$ cat src/design/lpm_pkg.sv
// Package for the low power mode controller: offsets, fields, reset values, types
package lpm_pkg;
  // Register byte offsets
  localparam logic [7:0] OFF_MODE_CTRL   = 8'h00;
  localparam logic [7:0] OFF_PERIPH_EN   = 8'h04;
  localparam logic [7:0] OFF_STATUS      = 8'h08;
  // Mode control bit positions
  localparam int         BIT_IDLE        = 0;
  localparam int         BIT_PDOWN       = 1;
  // Reset values
  localparam logic [31:0] RST_PERIPH_EN  = 32'hFFFF_FFFF;
  localparam logic [1:0]  RST_MODE       = 2'h0;
  // Oscillator settle time in ns and cycles at 20 MHz
  localparam int          OSC_SETTLE_NS  = 1000;
  localparam int          CLK_PERIOD_NS  = 50;
  localparam int          OSC_SETTLE_CYC = (OSC_SETTLE_NS + CLK_PERIOD_NS - 1) / CLK_PERIOD_NS;
  // Power states
  typedef enum logic [1:0] {
    LPM_RUN,
    LPM_IDLE,
    LPM_PDOWN,
    LPM_WAKE
  } lpm_state_t;
  // AHB request bundle
  typedef struct packed {
    logic        hsel;
    logic [31:0] haddr;
    logic [1:0]  htrans;
    logic        hwrite;
    logic [2:0]  hsize;
    logic        hready;
  } lpm_ahb_req_t;
  // Clock gate enables
  typedef struct packed {
    logic cpu_clk_en;
    logic bus_clk_en;
    logic mem_clk_en;
    logic osc_en;
    logic pin_hold;
  } lpm_gates_t;
endpackage : lpm_pkg

$ cat src/design/lpm_ctrl.sv
// Low power mode controller with AHB-Lite register slave
//
// Decided for this implementation: the AHB-Lite interface to the registers and the placing of the registers.

// Gate enables are registered and follow the power state by one edge.
// Reads load the word at the address phase; a peripheral enable write
// still in its data phase is forwarded, so a back-to-back enable read is fresh.
// Mode requests are taken only while running; both bits mean power-down.
// The wake pin passes four flops before it may end idle or power-down.
// Leaving power-down holds every core clock for the full settle count.
// Helper logic near the end only feeds the assertions.
`timescale 1ns/10ps
`default_nettype none
module lpm_ctrl #(
  parameter int NUM_PERIPH = 32,
  parameter int SETTLE_CYC = lpm_pkg::OSC_SETTLE_CYC
) (
  // Clock and reset
  input  wire logic                  clk,
  input  wire logic                  rst,
  // AHB-Lite slave
  input  wire logic                  hsel,
  input  wire logic [31:0]           haddr,
  input  wire logic [1:0]            htrans,
  input  wire logic                  hwrite,
  input  wire logic [2:0]            hsize,
  input  wire logic                  hready,
  input  wire logic [31:0]           hwdata,
  output logic [31:0]                hrdata,
  output logic                       hreadyout,
  output logic                       hresp,
  // Wake sources
  input  wire logic [NUM_PERIPH-1:0] periph_irq,
  input  wire logic                  async_wake,
  // Clock gate controls
  output logic                       cpu_clk_en,
  output logic                       bus_clk_en,
  output logic                       mem_clk_en,
  output logic                       osc_en,
  output logic                       pin_hold,
  output logic [NUM_PERIPH-1:0]      periph_clk_en
);
  // Refuse parameter values the logic cannot serve
  if (NUM_PERIPH < 1 || NUM_PERIPH > 32) begin : g_bad_periph
    $error("NUM_PERIPH must be 1 to 32");
  end
  if (SETTLE_CYC < 1 || SETTLE_CYC > 65535) begin : g_bad_settle
    $error("SETTLE_CYC out of range");
  end

  // Registers
  logic [1:0]             mode_req;            // Idle and power-down requests
  logic [NUM_PERIPH-1:0]  peripheral_power_enables;
  lpm_pkg::lpm_state_t    state;               // Power state
  logic [15:0]            settle_cnt;          // Oscillator settle counter
  logic [2:0]             wake_sync;           // Three-stage wake synchroniser
  logic                   wake_seen;           // Agreed wake level
  // Helper logic for assertions
  logic [15:0]            wake_age;            // Cycles spent settling
  // Next gate pattern
  lpm_pkg::lpm_gates_t    next_gates;          // Gate enables to register
  // Bus data phase capture
  logic                   dp_write;
  logic                   dp_valid;
  logic [7:0]             dp_addr;
  lpm_pkg::lpm_ahb_req_t  req;

  // Bundle the address phase
  assign req = '{hsel, haddr, htrans, hwrite, hsize, hready};

  // Address phase acceptance
  wire addr_take = req.hsel && req.hready && req.htrans[1];
  // Byte offset match on the low address bits
  function automatic logic addr_hits(input logic [7:0] addr, input logic [7:0] off);
    return addr == off;
  endfunction

  // Register word for an address phase, zero when unmapped
  function automatic logic [31:0] read_word(
    input logic [7:0]  addr,
    input logic [31:0] mode_w,
    input logic [31:0] pen_w,
    input logic [31:0] stat_w
  );
    logic [31:0] word;
    word = 32'h0000_0000;
    if (addr_hits(addr, lpm_pkg::OFF_MODE_CTRL)) begin
      word = mode_w;
    end else if (addr_hits(addr, lpm_pkg::OFF_PERIPH_EN)) begin
      word = pen_w;
    end else if (addr_hits(addr, lpm_pkg::OFF_STATUS)) begin
      word = stat_w;
    end
    return word;
  endfunction

  // Decodes on the data phase address
  wire sel_mode  = addr_hits(dp_addr, lpm_pkg::OFF_MODE_CTRL);
  wire sel_pen   = addr_hits(dp_addr, lpm_pkg::OFF_PERIPH_EN);
  wire wr_mode   = dp_valid && dp_write && sel_mode;
  wire wr_pen    = dp_valid && dp_write && sel_pen;
  // Any enabled peripheral interrupt wakes idle
  wire irq_wake  = |(periph_irq & peripheral_power_enables);
  // Synchronised clockless wake from power-down
  wire pd_wake   = wake_seen;
  // Slave always ready, always OKAY
  assign hreadyout = 1'b1;
  assign hresp     = 1'b0;

  // Peripheral enables as they stand after this cycle's write
  wire [NUM_PERIPH-1:0] next_pen = wr_pen ? hwdata[NUM_PERIPH-1:0] : peripheral_power_enables;
  // Read words; a peripheral enable write in its data phase is forwarded to a following read
  wire [31:0] rd_mode = {30'h0000_0000, mode_req};
  wire [31:0] rd_pen  = 32'(next_pen);
  wire [31:0] rd_stat = {30'h0000_0000, state};
  wire [31:0] rd_word = read_word(haddr[7:0], rd_mode, rd_pen, rd_stat);

  // Data phase capture
  always_ff @(posedge clk) begin
    if (rst) begin
      dp_valid <= 1'b0;
      dp_write <= 1'b0;
      dp_addr  <= 8'h00;
    end else if (hready) begin
      dp_valid <= addr_take;
      dp_write <= hwrite;
      dp_addr  <= haddr[7:0];
    end
  end

  // Read data register, loaded at the address phase
  always_ff @(posedge clk) begin
    if (rst) begin
      hrdata <= 32'h0000_0000;
    end else if (addr_take && !hwrite) begin
      hrdata <= rd_word;
    end
  end

  // Peripheral enable register
  always_ff @(posedge clk) begin
    if (rst) begin
      peripheral_power_enables <= lpm_pkg::RST_PERIPH_EN[NUM_PERIPH-1:0];
    end else if (wr_pen) begin
      peripheral_power_enables <= hwdata[NUM_PERIPH-1:0];
    end
  end

  // Wake pin synchroniser; second and third must agree
  always_ff @(posedge clk) begin
    if (rst) begin
      wake_sync <= 3'h0;
      wake_seen <= 1'b0;
    end else begin
      wake_sync <= {wake_sync[1:0], async_wake};
      if (wake_sync[1] == wake_sync[2]) begin
        wake_seen <= wake_sync[2];
      end
    end
  end

  // Power state machine; hardware wake clears requests, which wins over a write
  always_ff @(posedge clk) begin
    if (rst) begin
      state      <= lpm_pkg::LPM_RUN;
      mode_req   <= lpm_pkg::RST_MODE;
      settle_cnt <= 16'h0000;
    end else begin
      unique case (state)
        lpm_pkg::LPM_RUN: begin
          if (wr_mode) begin
            mode_req <= hwdata[1:0];
          end
          if (mode_req[lpm_pkg::BIT_PDOWN]) begin
            state <= lpm_pkg::LPM_PDOWN;
          end else if (mode_req[lpm_pkg::BIT_IDLE]) begin
            state <= lpm_pkg::LPM_IDLE;
          end
        end
        lpm_pkg::LPM_IDLE: begin
          if (irq_wake || pd_wake) begin
            state    <= lpm_pkg::LPM_RUN;
            mode_req <= 2'h0;
          end
        end
        lpm_pkg::LPM_PDOWN: begin
          if (pd_wake) begin
            state      <= lpm_pkg::LPM_WAKE;
            mode_req   <= 2'h0;
            settle_cnt <= 16'(SETTLE_CYC);
          end
        end
        lpm_pkg::LPM_WAKE: begin
          if (settle_cnt == 16'h0001) begin
            state <= lpm_pkg::LPM_RUN;
          end
          settle_cnt <= settle_cnt - 16'h0001;
        end
      endcase
    end
  end

  // Helper counter of settle cycles, watched by the assertions below
  always_ff @(posedge clk) begin
    if (rst) begin
      wake_age <= 16'h0000;
    end else if (state == lpm_pkg::LPM_WAKE) begin
      wake_age <= wake_age + 16'h0001;
    end else begin
      wake_age <= 16'h0000;
    end
  end

  // Clock gating outputs from state
  wire in_idle  = state == lpm_pkg::LPM_IDLE;
  wire in_pd    = state == lpm_pkg::LPM_PDOWN;
  wire in_wake  = state == lpm_pkg::LPM_WAKE;
  wire core_on  = !(in_idle || in_pd || in_wake);
  // Gate pattern per state: idle keeps the oscillator, power-down stops it
  assign next_gates = '{cpu_clk_en: core_on,
                        bus_clk_en: core_on,
                        mem_clk_en: core_on,
                        osc_en:     !in_pd,
                        pin_hold:   in_pd || in_wake};
  // Registered gate enables, one edge behind the state
  always_ff @(posedge clk) begin
    if (rst) begin
      cpu_clk_en    <= 1'b1;
      bus_clk_en    <= 1'b1;
      mem_clk_en    <= 1'b1;
      osc_en        <= 1'b1;
      pin_hold      <= 1'b0;
      periph_clk_en <= lpm_pkg::RST_PERIPH_EN[NUM_PERIPH-1:0];
    end else begin
      cpu_clk_en    <= next_gates.cpu_clk_en;
      bus_clk_en    <= next_gates.bus_clk_en;
      mem_clk_en    <= next_gates.mem_clk_en;
      osc_en        <= next_gates.osc_en;
      pin_hold      <= next_gates.pin_hold;
      // Peripherals keep their clock in idle, none in power-down
      periph_clk_en <= (in_pd || in_wake) ? '0 : peripheral_power_enables;
    end
  end
endmodule : lpm_ctrl
`default_nettype wire

$ cat config.mk
export PLATFORM = sky130hd
export DESIGN_NAME = lpm_ctrl
export DESIGN_NICKNAME = d
export VERILOG_FILES = /design/src/design/lpm_pkg.sv /design/src/design/lpm_ctrl.sv
export SDC_FILE = /design/constraint.sdc
export NUM_CORES = 1
export LEC_CHECK = 0
export BUFFER_PORTS_ARGS = -buffer_cell sky130_fd_sc_hd__clkbuf_2
export CAP_MARGIN = 20
export CORE_MARGIN = 10
export CORE_UTILIZATION = 50
export DETAILED_ROUTE_END_ITERATION = 8
export GPL_ROUTABILITY_DRIVEN = 0
export PLACE_DENSITY_LB_ADDON = 0.1
export SLEW_MARGIN = 20
export SYNTH_ARGS = -nofsm -noshare
export SYNTH_HDL_FRONTEND = slang
export SYNTH_SLANG_ARGS = --single-unit
export TNS_END_PERCENT = 5
$ cat constraint.sdc
create_clock -name clk -period 2.1 [get_ports clk]
set_input_delay 0.105 -clock clk [delete_from_list [all_inputs] [get_ports clk]]
set_output_delay 0.105 -clock clk [all_outputs]
set_load 0.005 [all_outputs]
==> flow_summary_export.csv <==
group,metric,value,unit
floorplan,core,0.0102,mm2
floorplan,die_w,122,um
clock_tree,cts_made_buffers,17,
outcome,status,"finished clean",
synthesis,mappedNetlistArea,0.00518,mm2
floorplan,ios,178,
sta,slew_violations,0,
synthesis,ys.flop_type,"dfxtp_1",
floorplan,start_util,50.6,%
layout,final_common_cell,"nor2_1",
clock_tree,h-tree-depth,4,
clock_tree,clock_latency,0.52,ns
power_and_ir_drop,p_per_area,1010,mW/mm2
drt,drt-pass1-iter-count,5,
layout,drive_gt1_share,26.3,%
synthesis,ys.warnings.count,0,
synthesis,synth_nets,677,
grt,grt_pass1_vias,4524,
synthesis,yosysTopAreaCell,"dfxtp_1",
synthesis,synth_top_area_share,51.4,%
worst_setup_path,crit_type,"reg2reg",
hold_path,min_path_type,"in2reg",
floorplan,die_y,122,um
grt,overflow,0,
synthesis,syn_inst,563,
drt,ant_nets,0,
grt,grt_max_degree,62,
sta,skew,0.00760,ns
grt,track_usage,19.5,%
sta,slew_headroom,55.2,%
drt,wl,14500,um
worst_setup_path,startpoint,"dp_addr[7]$_SDFFE_PP0P_",
sta,timing.final.crit_period,2.01,ns
synthesis,synthTopCellsByArea,"dfxtp_1, nor2_1, mux2i_1",
grt,grt_pass1_wl,22900,um
worst_setup_path,cp-end-kind,"flip-flop",
drt,num_vias,4553,
synthesis,seq_area_frac_synth,51.4,%
placement,portBuffers,147,
synthesis,ys_types,56,
layout,fillers,792,
grt,antenna_found_initial,0,
hold_path,min-delay-start,"hready",
synthesis,async_reset_ff_share,0,%
sta,fmax,498,MHz
synthesis,syn_area_per_cell,9.20,um2
worst_setup_path,worstPathRequired,2.51,ns
power_and_ir_drop,total_power,7.26,mW
floorplan,num_rows,37,
drt,drt_iter0_markers,344,
synthesis,synth_edf_count,0,
worst_setup_path,worst_ep_arrival_time,2.42,ns
synthesis,ys_seq_elements,133,
sta,setup_violations,0,
layout,num-nets-final,865,
worst_setup_path,startpoint_type,"flip-flop",
flow_run,max-cap-violations,0,
sta,worst_slew_pin_slew,0.672,ns
sta,min_period_over_period,95.6,%
sta,hold_violations,0,
clock_tree,cts_buffer_depth,2,
clock_tree,clk_pin_slew,0.06,ns
power_and_ir_drop,ir_drop,0.000557,V
placement,hpwlAfterDp,10100,um
clock_tree,cts_tree,"done",
sta,rsz0062_at_grt,"true",
floorplan,die-area,0.0148,mm2
layout,n_antenna_cell,0,
clock_tree,clock_sinks,133,
worst_setup_path,reg2reg_from,"dp_addr[7]$_SDFFE_PP0P_",
drt,drc,0,
clock_tree,clock-root-buffer,"clkbuf_8",
placement,placed_area,0.00599,mm2
drt,avgRoutedWirePerCell,16.1,um
power_and_ir_drop,p_leak,3.36,nW
layout,final_cell_mix,"nor2_1, clkbuf_2, dfxtp_1",
layout,fin_area,0.00717,mm2
drt,viasPerCell,5.06,
worst_setup_path,cp_max_fo,32,
layout,area_delta_synth_final,38.4,%
[worst max-delay path, stage by stage, from the launching register on]
cell and delay [ns]:
dfxtp_1 0.33, nor4_4 0.35, nand4_4 0.15, buf_12 0.21
mux2i_4 0.20, nand2b_1 0.08, dlygate4sd3_1 0.55
[cell type report]
cell class | count | area [um2] | share of cell area [%]
repair buffers | 201 | 1270 | 17.8
inverters | 9 | 33.8 | 0.471
flip-flops and latches | 133 | 2660 | 37.1
well taps | 136 | 170 | 2.37
multi-input cells | 389 | 2360 | 32.9
clock buffers | 23 | 477 | 6.65
clock inverters | 9 | 195 | 2.72
[power by group]
group          internal [mW]  switching [mW]  total [mW]
registers               2.78           0.134        2.92
clock network           2.29            1.04        3.33
logic                  0.498           0.508        1.01
[flip-flops by register name (all words and copies together), names as in the netlist]
signal / flops
settle_cnt: 16
mode_req: 2
hrdata: 32
dp_valid: 1
peripheral_power_enables: 32
pin_hold: 1
state: 2
dp_write: 1
osc_en: 1
wake_sync: 3
pd_wake: 1
periph_clk_en: 32
dp_addr: 8
mem_clk_en: 1
[through the flow]
| step | setup slack (ns) | cells | hold slack (ns) | util (%) | TNS [ns] |
|---|---|---|---|---|---|
| finish | 0.0934 | 900 | 0.0918 | 70.1 | 0 |
| global placement | 0.189 | 821 | 0.314 | 58.5 | 0 |
| detailed placement | 0.106 | 821 | 0.331 | 58.5 | 0 |
| CTS | 0.0385 | 900 | 0.0834 | 69.7 | 0 |
| floorplan | 0.238 | 563 | 0.233 | - | 0 |
| global route | -0.000109 | 900 | 0.108 | 70.1 | -0.000109 |
[kinds of logic after synthesis]
| logic type | Yosys count | synth area share (%) |
|---|---|---|
| AO/OA/AOI/OAI | 70 | 8.43 |
| XOR/XNOR | 11 | 1.86 |
| adder cells (fa/ha/maj) | 7 | 1.69 |
| buffers and inverters | 41 | 3.84 |
| flip-flops | 133 | 51.4 |
| multiplexers | 47 | 9.18 |
| other | 2 | 0.145 |
| AND/OR/NAND/NOR | 252 | 23.5 |
[what timing repair did]
action,CTS,global route
gates resized for setup,0,7
setup endpoints to repair,0,7
hold buffers,47,0
hold endpoints to repair,79,0
buffers inserted,0,0
[metal layers]
metal | track usage, % | share of wire, %
met2 | 32.0 | 48
met5 | 0 | 0
met3 | 5.64 | 7.0
met1 | 22.9 | 42
met4 | 9.17 | 2.8
[cell usage after synthesis (4+ instances only)]
master    count
a22oi_1      12
nand2b_1     36
a21oi_1      37
buf_1         7
o21ai_0       4
xor2_1        6
clkbuf_1     14
inv_1         9
dfxtp_1     133
nor4_1        4
nor2_1      161
nor2b_1       6
buf_4         5
ha_1          7
xnor2_1       5
nand3_1       5
nand2_1      14
mux2i_1      45
[final timing paths]
kind | end | slack [ns] | cells past startpoint
max | peripheral_power_enables[28]$_SDFF_PP1_ | 0.09 | 6
min | dp_addr[7]$_SDFFE_PP0P_ | 0.09 | 3
max reg2reg | peripheral_power_enables[28]$_SDFF_PP1_ | 0.09 | 6
min reg2reg | wake_sync[1]$_SDFF_PP0_ | 0.43 | 1
Note: power is estimated with default switching activity, not from simulation.
